`config.mk`:
```
export PLATFORM = sky130hd
export DESIGN_NAME = supply_sequencer_faults
export DESIGN_NICKNAME = d
export VERILOG_FILES = /design/src/rtl/supply_seq_pkg.sv /design/src/rtl/ramp_if.sv /design/src/rtl/soft_start_ramp.sv /design/src/rtl/supply_sequencer_faults.sv
export SDC_FILE = /design/constraint.sdc
export NUM_CORES = 1
export LEC_CHECK = 0
export BUFFER_PORTS_ARGS = -buffer_cell sky130_fd_sc_hd__buf_4
export CORE_AREA = 2 2 199 201
export CTS_BUF_LIST = sky130_fd_sc_hd__clkbuf_8
export DETAILED_ROUTE_END_ITERATION = 6
export DIE_AREA = 0 0 201 203
export GPL_TIMING_DRIVEN = 0
export PLACE_DENSITY = 0.51
export SYNTH_ARGS = -nofsm -noshare
export SYNTH_HDL_FRONTEND = slang
export SYNTH_HIERARCHICAL = 1
export SYNTH_SLANG_ARGS = --single-unit
```
`constraint.sdc`:
```
create_clock -name hclk -period 3.3 [get_ports hclk]
set_input_delay 0.495 -clock hclk [delete_from_list [all_inputs] [get_ports hclk]]
set_output_delay 0.495 -clock hclk [all_outputs]
set_load 0.1 [all_outputs]
```
`src/rtl/supply_seq_pkg.sv`:
```
package supply_seq_pkg;

   // Register byte addresses on the bus.
   localparam logic [31:0] ADDR_CTRL    = 32'h0000_0000;
   localparam logic [31:0] ADDR_STATUS  = 32'h0000_0004;
   localparam logic [5:0]  CTRL_RESET   = 6'h00;

   // Status register field positions.
   localparam int ST_BUCK  = 0;
   localparam int ST_LOGIC = 1;
   localparam int ST_LIN   = 2;
   localparam int ST_SEQ   = 6;
   localparam int ST_FAULT = 7;
   localparam int ST_THERM = 8;
   localparam int ST_RST   = 9;
   localparam int ST_DONE  = 10;

   // Clock rates and the switching clock dividers.
   localparam int HCLK_HZ       = 40_000_000;
   localparam int CLK_PERIOD_NS = 25;
   localparam int SW_HZ_SLOW    = 250_000;
   localparam int SW_HZ_FAST    = 500_000;
   localparam logic [7:0] DIV_SLOW = 8'(HCLK_HZ / SW_HZ_SLOW);
   localparam logic [7:0] DIV_FAST = 8'(HCLK_HZ / SW_HZ_FAST);

   // Soft-start shape: steps and total switching cycles per ramp.
   localparam int RAMP_STEPS        = 32;
   localparam int RAMP_CYCLES_SLOW  = 1024;
   localparam int RAMP_CYCLES_FAST  = 2048;
   localparam int TPS_SLOW          = RAMP_CYCLES_SLOW / RAMP_STEPS;
   localparam int TPS_FAST          = RAMP_CYCLES_FAST / RAMP_STEPS;

   // Overcurrent glitch filter, a longest time so it rounds down.
   localparam int OC_FILTER_NS     = 50_000;
   localparam int OC_FILTER_CYCLES = OC_FILTER_NS / CLK_PERIOD_NS;

   // Default supervisor timeout and undervoltage timer, in switching cycles.
   localparam int RESET_TIMEOUT_DEF = 256;
   localparam int UV_TIMER_DEF      = 128;

   // Rail layout: 0 step-down, 1 logic, 2..5 linear, 5 is the negative one.
   localparam int NUM_RAILS = 6;
   localparam int NUM_DELAY = 4;
   localparam int NEG_RAIL  = 5;

endpackage

```
`src/rtl/ramp_if.sv`:
```
`timescale 1ns/1ps
interface ramp_if;
   logic       en;
   logic       tick;
   logic       fast;
   logic       neg;
   logic [5:0] level;
   logic       done;
   modport ctl  (output en, output tick, output fast, output neg, input level, input done);
   modport ramp (input en, input tick, input fast, input neg, output level, output done);
endinterface

```
`src/rtl/soft_start_ramp.sv`:
```
`timescale 1ns/1ps
module soft_start_ramp (
   input wire logic hclk,
   input wire logic hresetn,
   input wire logic ce,
   ramp_if.ramp     rp
);
   import supply_seq_pkg::*;

   logic [5:0] sub_q;
   logic [5:0] step_q;
   logic [5:0] level_q;
   logic       step_end;

   // A step ends after 32 or 64 switching ticks, set by the rate.
   assign step_end = rp.fast ? (sub_q == 6'(TPS_FAST - 1)) : (sub_q == 6'(TPS_SLOW - 1));

   // The ramp restarts whenever its rail is off and climbs once enabled, or falls on the negative rail.
   always_ff @(posedge hclk or negedge hresetn) begin
      if (!hresetn) begin
         sub_q   <= 6'h00;
         step_q  <= 6'h00;
         level_q <= 6'h00;
      end else if (ce) begin
         if (!rp.en) begin
            sub_q   <= 6'h00;
            step_q  <= 6'h00;
            level_q <= rp.neg ? 6'(RAMP_STEPS) : 6'h00;
         end else if (rp.tick && step_q != 6'(RAMP_STEPS)) begin
            if (step_end) begin
               sub_q   <= 6'h00;
               step_q  <= step_q + 6'h01;
               level_q <= rp.neg ? level_q - 6'h01 : level_q + 6'h01;
            end else begin
               sub_q <= sub_q + 6'h01;
            end
         end
      end
   end

   assign rp.level = level_q;
   assign rp.done  = (step_q == 6'(RAMP_STEPS));

   // A disabled rail always sits at the start of its ramp.
   ramp_restart_a : assert property (@(posedge hclk) disable iff (!hresetn)
      ce && !rp.en |=> step_q == 6'h00 && !rp.done)
      else $error("ramp did not restart while disabled");

endmodule // soft_start_ramp

```
`src/rtl/supply_sequencer_faults.sv`:
```
`timescale 1ns/1ps
module supply_sequencer_faults #(
   parameter int RESET_TIMEOUT_TICKS = supply_seq_pkg::RESET_TIMEOUT_DEF,
   parameter int UV_TIMER_TICKS      = supply_seq_pkg::UV_TIMER_DEF
) (
   input  wire logic        hclk,
   input  wire logic        hresetn,
   input  wire logic        ce,
   input  wire logic        hsel,
   input  wire logic [31:0] haddr,
   input  wire logic [1:0]  htrans,
   input  wire logic        hwrite,
   input  wire logic [2:0]  hsize,
   input  wire logic [31:0] hwdata,
   input  wire logic        hready,
   output logic             hreadyout,
   output logic             hresp,
   output logic [31:0]      hrdata,
   input  wire logic        supply_above_lockout,
   input  wire logic        enable_cmp,
   input  wire logic        sequence_control_pin,
   input  wire logic        switching_rate_select,
   input  wire logic [supply_seq_pkg::NUM_DELAY-1:0] rail_delay_pin_cmp,
   input  wire logic        reset_monitor_input,
   input  wire logic [supply_seq_pkg::NUM_RAILS-1:0] rail_output_good,
   input  wire logic        current_sense_over,
   input  wire logic        over_temp,
   output logic             step_down_en,
   output logic             logic_rail_controller_en,
   output logic [supply_seq_pkg::NUM_DELAY-1:0] linear_rail_controller_en,
   output logic             sequence_block_en,
   output logic [supply_seq_pkg::NUM_DELAY-1:0] rail_delay_pin_source_on,
   output logic [supply_seq_pkg::NUM_DELAY-1:0] rail_delay_pin_pulldown_on,
   output logic [6*supply_seq_pkg::NUM_RAILS-1:0] ramp_level,
   output logic             gate_drive_permit,
   output logic             internal_5v_rail_en,
   output logic             reset_out_o,
   output logic             reset_out_oe
);
   import supply_seq_pkg::*;

   localparam int SYNC_W    = NUM_RAILS + NUM_DELAY + 7;
   localparam int OC_LAST   = OC_FILTER_CYCLES - 1;
   localparam int RST_LAST  = RESET_TIMEOUT_TICKS - 1;
   localparam int UV_LAST   = UV_TIMER_TICKS - 1;

   logic [SYNC_W-1:0]    sync_m_q;
   logic [SYNC_W-1:0]    sync_s_q;
   logic                 lock_s;
   logic                 en_s;
   logic                 seq_s;
   logic                 rate_s;
   logic                 rstmon_s;
   logic                 oc_s;
   logic                 otemp_s;
   logic [NUM_DELAY-1:0] delay_s;
   logic [NUM_RAILS-1:0] good_s;
   logic                 lock_d_q;
   logic                 en_d_q;
   logic                 seq_d_q;
   logic                 rise_lock;
   logic                 rise_en;
   logic                 rise_seq;
   logic [7:0]           div_q;
   logic                 tick;
   logic                 buck_d;
   logic                 buck_q;
   logic                 logic_q;
   logic [NUM_DELAY-1:0] lin_q;
   logic                 seqblk_q;
   logic [NUM_DELAY-1:0] src_q;
   logic                 gate_q;
   logic [NUM_RAILS-1:0] rail_on;
   logic [NUM_RAILS-1:0] ramp_done;
   logic                 fault_q;
   logic                 thermal_q;
   logic                 fault_set;
   logic                 fault_clr;
   logic                 uv_cond;
   logic                 uv_hit;
   logic [15:0]          uv_cnt_q;
   logic [11:0]          oc_cnt_q;
   logic                 oc_hit;
   logic                 rst_hold;
   logic [15:0]          rst_cnt_q;
   logic                 rst_rel_q;
   logic [5:0]           ctrl_q;
   logic                 ph_q;
   logic                 wr_q;
   logic                 hit_ctrl_q;
   logic                 hit_stat_q;
   logic [31:0]          rdata_q;
   logic [31:0]          status;

   // Two-stage synchroniser for every comparator and pin input.
   always_ff @(posedge hclk or negedge hresetn) begin
      if (!hresetn) begin
         sync_m_q <= '0;
         sync_s_q <= '0;
      end else if (ce) begin
         sync_m_q <= {rail_output_good, rail_delay_pin_cmp, over_temp, current_sense_over,
                      reset_monitor_input, switching_rate_select, sequence_control_pin,
                      enable_cmp, supply_above_lockout};
         sync_s_q <= sync_m_q;
      end
   end

   // Named views of the synchronised inputs.
   assign lock_s   = sync_s_q[0];
   assign en_s     = sync_s_q[1];
   assign seq_s    = sync_s_q[2];
   assign rate_s   = sync_s_q[3];
   assign rstmon_s = sync_s_q[4];
   assign oc_s     = sync_s_q[5];
   assign otemp_s  = sync_s_q[6];
   assign delay_s  = sync_s_q[7 +: NUM_DELAY];
   assign good_s   = sync_s_q[7+NUM_DELAY +: NUM_RAILS];

   // Delayed copies for rising-edge detection.
   always_ff @(posedge hclk or negedge hresetn) begin
      if (!hresetn) begin
         lock_d_q <= 1'b0;
         en_d_q   <= 1'b0;
         seq_d_q  <= 1'b0;
      end else if (ce) begin
         lock_d_q <= lock_s;
         en_d_q   <= en_s;
         seq_d_q  <= seq_s;
      end
   end

   assign rise_lock = lock_s && !lock_d_q;
   assign rise_en   = en_s && !en_d_q;
   assign rise_seq  = seq_s && !seq_d_q;

   // Switching clock tick generator; the rate pin picks the divider.
   always_ff @(posedge hclk or negedge hresetn) begin
      if (!hresetn) begin
         div_q <= 8'h00;
      end else if (ce) begin
         if (tick) begin
            div_q <= rate_s ? DIV_FAST - 8'h01 : DIV_SLOW - 8'h01;
         end else begin
            div_q <= div_q - 8'h01;
         end
      end
   end

   assign tick = (div_q == 8'h00);

   // Step-down enable needs all four startup conditions.
   assign buck_d = lock_s && en_s && !fault_q && !thermal_q;

   // Regulator enables, sequence block and delay pin drive.
   always_ff @(posedge hclk or negedge hresetn) begin
      if (!hresetn) begin
         buck_q   <= 1'b0;
         logic_q  <= 1'b0;
         lin_q    <= '0;
         seqblk_q <= 1'b0;
         src_q    <= '0;
         gate_q   <= 1'b0;
      end else if (ce) begin
         buck_q   <= buck_d;
         logic_q  <= buck_d && ramp_done[0];
         seqblk_q <= buck_d;
         lin_q    <= {NUM_DELAY{buck_d}} & delay_s;
         src_q    <= {NUM_DELAY{seq_s && buck_d}};
         gate_q   <= buck_d && lock_s;
      end
   end

   assign rail_on = {lin_q, logic_q, buck_q};

   // One soft-start ramp per rail, each restarted by its own enable.
   genvar gi;
   generate
      for (gi = 0; gi < NUM_RAILS; gi++) begin : g_ramp
         ramp_if rif ();
         assign rif.en   = rail_on[gi];
         assign rif.tick = tick;
         assign rif.fast = rate_s;
         assign rif.neg  = (gi == NEG_RAIL);
         assign ramp_done[gi] = rif.done;
         assign ramp_level[6*gi +: 6] = rif.level;
         soft_start_ramp u_ramp (
            .hclk    (hclk),
            .hresetn (hresetn),
            .ce      (ce),
            .rp      (rif.ramp)
         );
      end
   endgenerate

   // Undervoltage timer runs only while a ramped-up rail sits below 90%.
   assign uv_cond = |(rail_on & ramp_done & ~good_s & ~ctrl_q);
   assign uv_hit  = uv_cond && tick && (uv_cnt_q == 16'(UV_LAST));

   always_ff @(posedge hclk or negedge hresetn) begin
      if (!hresetn) begin
         uv_cnt_q <= 16'h0000;
      end else if (ce) begin
         if (!uv_cond) begin
            uv_cnt_q <= 16'h0000;
         end else if (tick && uv_cnt_q != 16'(UV_LAST)) begin
            uv_cnt_q <= uv_cnt_q + 16'h0001;
         end
      end
   end

   // Overcurrent must be held continuously through the filter window.
   assign oc_hit = oc_s && (oc_cnt_q == 12'(OC_LAST));

   always_ff @(posedge hclk or negedge hresetn) begin
      if (!hresetn) begin
         oc_cnt_q <= 12'h000;
      end else if (ce) begin
         if (!oc_s) begin
            oc_cnt_q <= 12'h000;
         end else if (oc_cnt_q != 12'(OC_LAST)) begin
            oc_cnt_q <= oc_cnt_q + 12'h001;
         end
      end
   end

   // Fault latch: a new fault wins over any clear in the same cycle.
   assign fault_set = uv_hit || oc_hit;
   assign fault_clr = rise_en || rise_seq || rise_lock;

   always_ff @(posedge hclk or negedge hresetn) begin
      if (!hresetn) begin
         fault_q <= 1'b0;
      end else if (ce) begin
         if (fault_set) begin
            fault_q <= 1'b1;
         end else if (fault_clr) begin
            fault_q <= 1'b0;
         end
      end
   end

   // Thermal latch ignores the enable edge; only leaving lockout clears it.
   always_ff @(posedge hclk or negedge hresetn) begin
      if (!hresetn) begin
         thermal_q <= 1'b0;
      end else if (ce) begin
         if (otemp_s) begin
            thermal_q <= 1'b1;
         end else if (rise_lock) begin
            thermal_q <= 1'b0;
         end
      end
   end

   // Supervisor: any hold condition restarts the timeout from zero.
   assign rst_hold = !rstmon_s || !lock_s || !en_s || thermal_q || fault_q;

   always_ff @(posedge hclk or negedge hresetn) begin
      if (!hresetn) begin
         rst_cnt_q <= 16'h0000;
         rst_rel_q <= 1'b0;
      end else if (ce) begin
         if (rst_hold) begin
            rst_cnt_q <= 16'h0000;
            rst_rel_q <= 1'b0;
         end else if (tick && !rst_rel_q) begin
            if (rst_cnt_q == 16'(RST_LAST)) begin
               rst_rel_q <= 1'b1;
            end else begin
               rst_cnt_q <= rst_cnt_q + 16'h0001;
            end
         end
      end
   end

   // Output pins; the reset pin is open drain and read by no other logic.
   assign reset_out_o                = 1'b0;
   assign reset_out_oe               = !rst_rel_q;
   assign step_down_en               = buck_q;
   assign logic_rail_controller_en   = logic_q;
   assign linear_rail_controller_en  = lin_q;
   assign sequence_block_en          = seqblk_q;
   assign rail_delay_pin_source_on   = src_q;
   assign rail_delay_pin_pulldown_on = ~src_q;
   assign gate_drive_permit          = gate_q;
   assign internal_5v_rail_en        = !thermal_q;

   // Status word gathered from the block's own state.
   always_comb begin
      status                          = 32'h0000_0000;
      status[ST_BUCK]                 = buck_q;
      status[ST_LOGIC]                = logic_q;
      status[ST_LIN +: NUM_DELAY]     = lin_q;
      status[ST_SEQ]                  = seqblk_q;
      status[ST_FAULT]                = fault_q;
      status[ST_THERM]                = thermal_q;
      status[ST_RST]                  = rst_rel_q;
      status[ST_DONE +: NUM_RAILS]    = ramp_done;
   end

   // Bus slave: the address phase is captured, then one wait state follows.
   always_ff @(posedge hclk or negedge hresetn) begin
      if (!hresetn) begin
         ph_q       <= 1'b0;
         wr_q       <= 1'b0;
         hit_ctrl_q <= 1'b0;
         hit_stat_q <= 1'b0;
      end else if (ce) begin
         if (ph_q) begin
            ph_q <= 1'b0;
         end else if (hsel && hready && htrans[1]) begin
            ph_q       <= 1'b1;
            wr_q       <= hwrite;
            hit_ctrl_q <= (haddr == ADDR_CTRL);
            hit_stat_q <= (haddr == ADDR_STATUS);
         end
      end
   end

   // Control register write and read data capture in the wait state.
   always_ff @(posedge hclk or negedge hresetn) begin
      if (!hresetn) begin
         ctrl_q  <= CTRL_RESET;
         rdata_q <= 32'h0000_0000;
      end else if (ce && ph_q) begin
         if (wr_q && hit_ctrl_q) begin
            ctrl_q <= hwdata[5:0];
         end
         if (!wr_q) begin
            rdata_q <= hit_ctrl_q ? {26'h0000000, ctrl_q} : (hit_stat_q ? status : 32'h0000_0000);
         end
      end
   end

   assign hreadyout = !ph_q;
   assign hresp     = 1'b0;
   assign hrdata    = rdata_q;

   // Any missing startup condition keeps the step-down off.
   buck_gate_a : assert property (@(posedge hclk) disable iff (!hresetn)
      ce && (fault_q || thermal_q || !lock_s || !en_s) |=> !step_down_en)
      else $error("step-down enabled without all conditions");

   // Logic rail starts only after the step-down ramp is done.
   logic_order_a : assert property (@(posedge hclk) disable iff (!hresetn)
      $rose(logic_rail_controller_en) |-> $past(ramp_done[0]) && step_down_en)
      else $error("logic rail started before step-down ramp finished");

   // Sequence block follows the step-down enable in the same cycle.
   seq_same_a : assert property (@(posedge hclk) disable iff (!hresetn)
      $rose(step_down_en) |-> $rose(sequence_block_en))
      else $error("sequence block not enabled with step-down");

   // Delay pins source current when sequencing is active.
   delay_source_a : assert property (@(posedge hclk) disable iff (!hresetn)
      ce && seq_s && buck_d |=> rail_delay_pin_source_on == 4'hF && rail_delay_pin_pulldown_on == 4'h0)
      else $error("delay pins not sourcing while sequencing");

   // Delay pins are grounded when the sequence pin is low.
   delay_pull_a : assert property (@(posedge hclk) disable iff (!hresetn)
      ce && !seq_s |=> rail_delay_pin_pulldown_on == 4'hF)
      else $error("delay pins not pulled down");

   // A linear controller never runs before its delay comparator trips.
   linear_start_a : assert property (@(posedge hclk) disable iff (!hresetn)
      $rose(linear_rail_controller_en[0]) |-> $past(delay_s[0]) && step_down_en)
      else $error("linear controller started without its delay threshold");

   // Lockout holds the gate drive off.
   gate_lock_a : assert property (@(posedge hclk) disable iff (!hresetn)
      ce && !lock_s |=> !gate_drive_permit)
      else $error("gate drive permitted during lockout");

   // Enable edge clears the fault latch unless a new fault arrives.
   fault_clear_a : assert property (@(posedge hclk) disable iff (!hresetn)
      ce && rise_en && !fault_set |=> !fault_q)
      else $error("enable edge did not clear fault latch");

   // Over-temperature latches and drops the internal supply next cycle.
   thermal_set_a : assert property (@(posedge hclk) disable iff (!hresetn)
      ce && otemp_s |=> thermal_q && !internal_5v_rail_en)
      else $error("thermal latch did not set");

   // Leaving lockout clears the thermal latch when no new heat event is seen.
   thermal_clear_a : assert property (@(posedge hclk) disable iff (!hresetn)
      ce && rise_lock && !otemp_s |=> !thermal_q)
      else $error("lockout release did not clear thermal latch");

   // An overcurrent-caused fault needs the full filter window first.
   oc_filter_a : assert property (@(posedge hclk) disable iff (!hresetn)
      $rose(fault_q) && !$past(uv_hit) |-> $past(oc_cnt_q) == 12'(OC_LAST))
      else $error("fault latched on a short overcurrent");

   // An undervoltage fault needs the full timer first.
   uv_timer_a : assert property (@(posedge hclk) disable iff (!hresetn)
      $rose(fault_q) && !$past(oc_hit) |-> $past(uv_cnt_q) == 16'(UV_LAST))
      else $error("fault latched before undervoltage timer ran out");

   // Monitor low pulls reset low on the next cycle.
   reset_low_a : assert property (@(posedge hclk) disable iff (!hresetn)
      ce && !rstmon_s |=> reset_out_oe)
      else $error("reset released while monitor low");

   // Reset releases only at the end of a full timeout.
   reset_rel_a : assert property (@(posedge hclk) disable iff (!hresetn)
      $fell(reset_out_oe) |-> $past(rst_cnt_q) == 16'(RST_LAST))
      else $error("reset released before timeout");

endmodule // supply_sequencer_faults

```
==> flow_summary.toml, run 1 <==
[synthesis]
ys.flop_type = "dfrtp_1"
syn_area_per_cell_um2 = 9.91
synth_top_area_share_pct = 44.8
ys_warn_count = 6
syn_inst = 1318
synth_area_leaders = "dfrtp_1 (45%), nand2_1 (5.2%), ha_1 (4.5%), mux2_2 (4.5%), o21ai_0 (3.6%)"
syn_area_mm2 = 0.0131
synth_top_area_cell = "dfrtp_1"
synth-edff-count = 0
synth-async-reset-ratio_pct = 100
synth-seq-cells = 234
synth_cell_type_count = 71
seq_area_frac_synth_pct = 44.8

[placement]
placed_area_mm2 = 0.0150
place_ws_ps = 318
gp_congestion = 0.798
post-dp-hpwl_um = 23100
io_buffer_count = 132

[timing]
rsz0062_at_grt = "false"
fmax_ghz = 0.335
hold_slack_ps = 160
final_hold_viol_count = 0
setup_violations = 0
finalClockSkew_ps = 27.1
min_period_ps = 2980
maxSlewHeadroom_pct = 38.5
maxSlewViolCount = 0
fin_crit_sh_pct = 90.3
fin_ws_ps = 319
worst_pin_slew_ps = 915

[worst_setup_path]
critPathKind = "flop to flop"
path_cells = "nor2_1, and2_1, nand3b_1, clkinv_1, nand2_1, o32ai_2, nand2_1, o21ai_0"
crit_path_frequent_cell = "nand2_1"
slowest_delay_ps = 730
crit_path_top_delay_cell = "o32ai_2"
arrival_ps = 3460
end_kind = "flop"
critPathLaunchType = "flop"
worstPathRequired_ps = 3780
crit_fanout = 19

[cts]
cts_sinks = 234
cts-root-buf = "clkbuf_8"
clk_path_buf_depth = 3
insertion_delay_ps = 570
htree_levels = 2
post_cts_buffers = 0
numCtsBuffers = 46
ctsResizeCount = 0
path_clk_slew_ps = 70
cts_tree = "done"

[route]
wl_per_cell_um = 15.7
vias = 10600
drt_iter0_drc = 498
drcViolationCount = 0
antenna_left = 0
drt_pass1_iterations = 5
drt_wl_total_um = 33300
vias_per_cell = 5.00

[floorplanning]
die_w_um = 201
io-pin-count = 181
core_mm2 = 0.0385
die-height_um = 203
initial_utilization_pct = 34.0
rows = 72
die_area_mm2 = 0.0408

[global_routing]
first_global_vias = 10300
grt_pass1_wl_um = 54400
grt-ovfl-total = 0
grt_max_degree = 114
grt_usage_pct = 16.3
antenna_found_initial = 2

[finish]
drive_above_1_share_pct = 22.2
nNetsFinal = 1716
stdcell_area_mm2 = 0.0161
area_growth_syn_to_layout_pct = 23.0
fin_util_pct = 41.8

[worst_hold_path]
min_path_type = "input port to flop"

[pwr]
leakage_nw = 7.21
ir_drop_uv = 347
powerDensity_mw_per_mm2 = 505

[job]
cap_violations = 0

[outcome]
outcome = "completed"
-- worst max-delay path, delay by kind of cell, from the launching register on --
family,cells,cell delay (ps)
simple gates,5,1030
compound gates,2,900
buf+inv,1,530
flops,1,420
-- flip-flops by register name (all words and copies together) (netlist names), 4 cells and up --
name and flops:
ctrl_q 6, linear_rail_controller_en 4, g_ramp.u_ramp/step_q 36, g_ramp.u_ramp/rp.level 36, sync_s_q 17, hrdata 16, uv_cnt_q 16, rst_cnt_q 16
div_q 8, g_ramp.u_ramp/sub_q 36, oc_cnt_q 12, sync_m_q 17
-- what timing repair did --
item / 4_1_cts / 5_1_grt
hold endpoints to repair: 10 / 0
endpoints found under the setup margin: 0 / 0
hold buffers: 1 / 0
-- layout make-up --
| class | count | area, µm² |
|---|---|---|
| fillers | 3858 | 22400 |
| multi-input cells | 1038 | 6910 |
| flip-flops and latches | 234 | 5860 |
| repair buffers | 135 | 1060 |
| clock buffers | 67 | 922 |
| well taps | 518 | 648 |
| plain buffers | 67 | 370 |
| inverters | 49 | 184 |
| clock inverters | 17 | 101 |
| diodes | 1 | 2.50 |
-- placed cells by master, fill, tap and decap left out, types with 26 or more instances in the layout --
cell      instances
a21oi_1          33
buf_4           162
clkbuf_1         26
clkbuf_8         67
conb_1           72
dfrtp_1         234
ha_1             47
inv_1            55
mux2_2           52
nand2_1         182
nand3_1          85
nor2_1           68
o21ai_0          93
-- power breakdown --
part / leakage, nW / internal [mW] / switching, mW / total, mW
clock network: 0.568 / 1.87 / 1.30 / 3.17
logic: 3.51 / 0.483 / 1.18 / 1.67
registers: 3.14 / 3.06 / 0.217 / 3.28
total: 7.21 / 5.41 / 2.70 / 8.11
-- stage by stage --
step	total power, mW	setup TNS (ps)	std cells
after global placement	4.97	-71820	2038
after floorplan	4.50	0	1388
after detailed placement	5.00	0	2040
after global routing	8.51	0	2126
final	8.11	0	2126
after CTS	8.24	0	2125
-- final timing paths --
check | end | start | slack (ps) | depth (start not counted)
setup / recovery | g_ramp[1].u_ramp/rp.level[0] | div_q[2] | 320 | 8
hold / removal | sync_m_q[10] | rail_delay_pin_cmp[3] | 160 | 2
setup reg to reg | g_ramp[1].u_ramp/rp.level[0] | div_q[2] | 320 | 8
hold reg to reg | thermal_q | sync_s_q[6] | 470 | 2
max in group asynchronous | g_ramp[3].u_ramp/rp.level[3] | hresetn | 2160 | 3
min in group asynchronous | oc_cnt_q[2] | hresetn | 330 | 2
-- Yosys cell counts, types with 12 or more instances --
master	count
dfrtp_1	234
nand2_1	182
o21ai_0	93
nand3_1	85
nor2_1	68
mux2_2	52
inv_1	48
ha_1	47
a21oi_1	33
buf_4	31
clkbuf_1	26
nor3_1	25
xnor2_1	25
o31ai_1	22
o211ai_1	17
o21a_1	17
or4_1	17
a21o_1	16
and3_1	16
nand3b_1	15
nor4_1	15
a211o_1	13
a22o_1	13
xor2_1	13
a2111oi_0	12
nand4_1	12
nand4b_1	12
or3_1	12
-- cells by family (layout without fill, tap and decap cells) --
| logic type | Yosys count | in the layout | share of synthesized area [%] |
|---|---|---|---|
| compound gates | 292 | 292 | 16.4 |
| fa+ha+maj | 53 | 53 | 5.42 |
| xor+xnor | 44 | 44 | 3.30 |
| other cells | 2 | 73 | 0.0575 |
| buf+inv | 116 | 335 | 4.24 |
| simple gates | 525 | 525 | 21.2 |
| flops | 234 | 234 | 44.8 |
| mux | 52 | 52 | 4.48 |
-- layer usage --
metal  vias to the layer above  GRT usage (%)  part of all wire, %  routed length (µm)
met5                         -              0                0.045                  15
met4                         2           4.84                  2.3                 775
met3                        54           3.42                  4.7                1560
met2                       193           26.2                   46               15400
met1                      5133           22.2                   47               15600
li1                       5246              -                    -                   -
No activity file was read; power rests on OpenSTA's default activity.
==> run 2: changes to the inputs <==
CORE_AREA = 2 2 164 246   (was 2 2 199 201)
DIE_AREA = 0 0 166 248   (was 0 0 201 203)
PLACE_DENSITY = 0.5   (was 0.51)
==> flow_summary.toml, run 2 (same netlist as run 1, synthesis figures left out) <==
[outcome]
outcome = "completed"

[timing]
fmax_ghz = 0.333
fin_ws_ps = 294
fin_crit_sh_pct = 91.1
tns_ps = 0
rsz0062_at_grt = "false"
hold_slack_ps = 162
maxSlewViolCount = 0
worst_pin_slew_ps = 1040
setup_violations = 0
min_period_ps = 3010
finalClockSkew_ps = 24.5
final_hold_viol_count = 0
maxSlewHeadroom_pct = 30.4

[worst_setup_path]
critPathKind = "flop to flop"
crit_family = "simple AND/OR/NAND/NOR gates"
worstPathRequired_ps = 3760
crit_buf_inv = 1
critPathLaunchType = "flop"
slowest_delay_ps = 710
worstSetupStartpoint = "div_q[2]"
crit_path_top_delay_cell = "o32ai_2"
end_kind = "flop"
crit_fanout = 19
arrival_ps = 3470
r2r-start = "div_q[2]"
path_cells = "nor2_1, and2_1, nand3b_1, clkinv_1, nand2_1, o32ai_2, nand2_1, o21ai_0"
crit_path_frequent_cell = "nand2_1"

[finish]
nFillCells = 3882
mostFrequentLayoutCell = "dfrtp_1"
area_growth_syn_to_layout_pct = 21.2
nNetsFinal = 1710
drive_above_1_share_pct = 21.3
fin_util_pct = 40.5
stdcell_area_mm2 = 0.0158
final_cell_mix = "dfrtp_1 (234), nand2_1 (182), buf_4 (162)"

[global_routing]
grt_usage_pct = 16.7
grt-ovfl-total = 0
grt_pass1_wl_um = 56400
grt_max_degree = 100
first_global_vias = 10900
antenna_found_initial = 0

[floorplanning]
core_mm2 = 0.0391
rows = 89
die_area_mm2 = 0.0412
die_w_um = 166
io-pin-count = 181
die-height_um = 248
initial_utilization_pct = 33.4

[worst_hold_path]
hold_path.startpoint = "reset_monitor_input"
min_path_type = "input port to flop"

[route]
met3WireLength_um = 1200
drcViolationCount = 0
top_layer = "met4"
wl_per_cell_um = 16.2
drt_iter0_drc = 484
drt_pass1_iterations = 4
m1WireLength_um = 14600
vias_per_cell = 5.10
antenna_left = 0
drt_wl_total_um = 34000
vias = 10700
wl_met2_um = 17300

[cts]
cts_tree = "done"
post_cts_buffers = 0
insertion_delay_ps = 560
cts_sinks = 234
ctsResizeCount = 0
cts-root-buf = "clkbuf_8"
cts_hold_buf = 1
path_clk_slew_ps = 60
htree_levels = 2
clk_path_buf_depth = 3
numCtsBuffers = 40

[pwr]
ir_drop_uv = 434
leakage_nw = 7.10
powerDensity_mw_per_mm2 = 482

[placement]
place_ws_ps = 258
gp_congestion = 0.773
placed_area_mm2 = 0.0150
post-dp-hpwl_um = 23900
io_buffer_count = 132

[job]
cap_violations = 0
-- run 2: path summary, 6_finish.rpt --
path	endpoint	slack, ps	cells after the start
hold / removal	sync_m_q[4]	160	2
hold reg to reg	thermal_q	480	2
setup reg to reg	g_ramp[3].u_ramp/step_q[0]	290	8
min in group asynchronous	g_ramp[5].u_ramp/rp.level[2]	430	2
setup / recovery	g_ramp[3].u_ramp/step_q[0]	290	8
max in group asynchronous	g_ramp[3].u_ramp/rp.level[5]	1990	3
-- run 2: per-stage QoR --
| step | std cells | power, mW |
|---|---|---|
| 2_1_floorplan | 1388 | 4.50 |
| 3_3_place_gp | 2020 | 4.98 |
| 3_5_place_dp | 2022 | 5.01 |
| 4_1_cts | 2093 | 7.79 |
| 5_1_grt | 2093 | 8.05 |
| 6_report | 2094 | 7.63 |
-- run 2: metal layers --
| layer | vias up | track usage (%) |
|---|---|---|
| met2 | 180 | 30.4 |
| met1 | 5223 | 20.1 |
| met5 | - | 0 |
| met4 | 0 | 5.50 |
| met3 | 50 | 2.52 |
| li1 | 5220 | - |
-- run 2: area by class of cell --
class,count,area [µm²],area share (%)
Tap cell,500,626,3.95
Sequential cell,234,5860,37.0
Antenna cell,1,2.50,0.0158
Timing Repair Buffer,135,1060,6.72
Inverter,49,184,1.16
Buffer,67,370,2.34
Clock inverter,16,71.3,0.451
Clock buffer,54,743,4.70
Multi-Input combinational cell,1038,6910,43.7
-- run 2: where the power goes --
| group | switching, mW | leakage (nW) | internal, mW |
|---|---|---|---|
| clock network | 1.24 | 0.459 | 1.45 |
| logic | 1.18 | 3.51 | 0.483 |
| registers | 0.216 | 3.14 | 3.06 |
==> run 3: changes to the inputs <==
MAX_ROUTING_LAYER = met4   (was default)
==> flow_summary.toml, run 3 (same netlist as run 1, synthesis figures left out) <==
[outcome]
outcome = "completed"

[timing]
maxSlewHeadroom_pct = 29.0
worst_pin_slew_ps = 1060
fin_ws_ps = 305
fmax_ghz = 0.334
finalClockSkew_ps = 23.1
rsz0062_at_grt = "false"
final_hold_viol_count = 0
maxSlewViolCount = 0
setup_violations = 0
min_period_ps = 3000
fin_crit_sh_pct = 90.8

[global_routing]
first_global_vias = 10900
grt_usage_pct = 17.2
grt_max_degree = 100
grt-ovfl-total = 0
grt_pass1_wl_um = 56300
antenna_found_initial = 0

[worst_setup_path]
r2r-end = "g_ramp[3].u_ramp/step_q[0]"
critPathKind = "flop to flop"
worstPathRequired_ps = 3760
arrival_ps = 3460
crit_path_top_delay_cell = "o32ai_2"
r2r-start = "div_q[2]"
crit_fanout = 19
end_kind = "flop"
path_cells = "nor2_1, and2_1, nand3b_1, clkinv_1, nand2_1, o32ai_2, nand2_1, o21ai_0"
r2r_cells = 8
critPathLaunchType = "flop"
crit_path_frequent_cell = "nand2_1"
slowest_delay_ps = 710
rrSetupSlack_ps = 300

[floorplanning]
io-pin-count = 181
rows = 89
die_w_um = 166
core_mm2 = 0.0391
initial_utilization_pct = 33.4
die-height_um = 248
die_area_mm2 = 0.0412

[pwr]
combinationalPowerShare_pct = 21.8
powerDensity_mw_per_mm2 = 482
ir_drop_uv = 434
internal-power_mw = 4.99
leakage_nw = 7.10
pwr-share-clk_pct = 35.3
power_switching_mw = 2.64
switching_share_pct = 34.6
seqPwrFrac_pct = 42.9

[cts]
cts-root-buf = "clkbuf_8"
cts_sinks = 234
cts_tree = "done"
htree_levels = 2
insertion_delay_ps = 560
post_cts_buffers = 0
numCtsBuffers = 40
clk_path_buf_depth = 3
ctsResizeCount = 0
path_clk_slew_ps = 60

[placement]
post-dp-hpwl_um = 23900
gp_congestion = 0.784
place_ws_ps = 258
placed_area_mm2 = 0.0150
io_buffer_count = 132

[finish]
drive_above_1_share_pct = 21.3
mostFrequentLayoutCell = "dfrtp_1"
stdcell_area_mm2 = 0.0158
final_cell_mix = "dfrtp_1 (234), nand2_1 (182), buf_4 (162)"
area_growth_syn_to_layout_pct = 21.2
nNetsFinal = 1710

[route]
vias = 10700
drt_iter0_drc = 460
wl_per_cell_um = 16.2
vias_per_cell = 5.10
antenna_left = 0
drt_wl_total_um = 34000
drt_pass1_iterations = 4
drcViolationCount = 0

[job]
cap_violations = 0

[worst_hold_path]
worstHoldEndpoint = "sync_m_q[4]"
min_path_type = "input port to flop"
hold_path.startpoint = "reset_monitor_input"
worst_hold_path.num_cells = 2
==> run 3: per-stage QoR <==
stage / utilization (%) / power, mW / instances / setup TNS (ps) / hold slack (ps)
floorplan: - / 4.50 / 1388 / 0 / 199
global placement: 38.2 / 4.98 / 2020 / -79300 / 455
detailed placement: 38.4 / 5.01 / 2022 / 0 / 429
CTS: 40.5 / 7.79 / 2093 / 0 / 109
global route: 40.5 / 8.05 / 2093 / 0 / 137
finish: 40.5 / 7.64 / 2094 / 0 / 162
==> run 3: worst max-delay path by stage <==
stage / from / to / cells after the start
after global routing: div_q[2] / g_ramp[2].u_ramp/step_q[0] / 8
after floorplan: rail_delay_pin_source_on[0] / rail_delay_pin_pulldown_on[1] / 2
after detailed placement: div_q[2] / g_ramp[3].u_ramp/step_q[0] / 8
after global placement: hresetn / g_ramp[0].u_ramp/rp.level[0] / 1
final: div_q[2] / g_ramp[3].u_ramp/step_q[0] / 8
after CTS: div_q[2] / g_ramp[0].u_ramp/step_q[0] / 8
==> run 3: area by class of cell <==
class / instances / area, µm²
Clock inverter: 16 / 71.3
Inverter: 49 / 184
Buffer: 67 / 370
Clock buffer: 54 / 743
Tap cell: 500 / 626
Timing Repair Buffer: 135 / 1060
Antenna cell: 1 / 2.50
Fill cell: 3882 / 23300
Sequential cell: 234 / 5860
Multi-Input combinational cell: 1038 / 6910
==> run 3: timing repair <==
item / 4_1_cts / 5_1_grt
endpoints found under the setup margin: 0 / 0
hold buffers: 1 / 0
endpoints found under the hold margin: 40 / 0
==> run 3: power by group through the flow <==
stage               clock network (mW)  registers, mW  logic, mW
detailed placement                   0           3.33       1.68
CTS                               2.83           3.28       1.68
finish                            2.69           3.27       1.67
global route                      2.94           3.31       1.81
floorplan                            0           3.70      0.802
global placement                     0           3.32       1.66
==> run 3: routing by layer <==
metal | vias to the layer above | wire [µm] | share of wire, % | GRT usage [%]
met3 | 56 | 1210 | 3.5 | 2.42
met1 | 5214 | 14600 | 43 | 20.1
li1 | 5215 | - | - | -
met5 | - | 0 | 0 | -
met4 | 0 | 878 | 2.6 | 5.50
met2 | 192 | 17400 | 51 | 30.5
==> run 3: critical path, delay by kind of cell, from the launching register on <==
family                 cells  cell delay (ps)
AND/OR/NAND/NOR            5             1050
AO/OA/AOI/OAI              2              910
buffers and inverters      1              530
flip-flops                 1              410
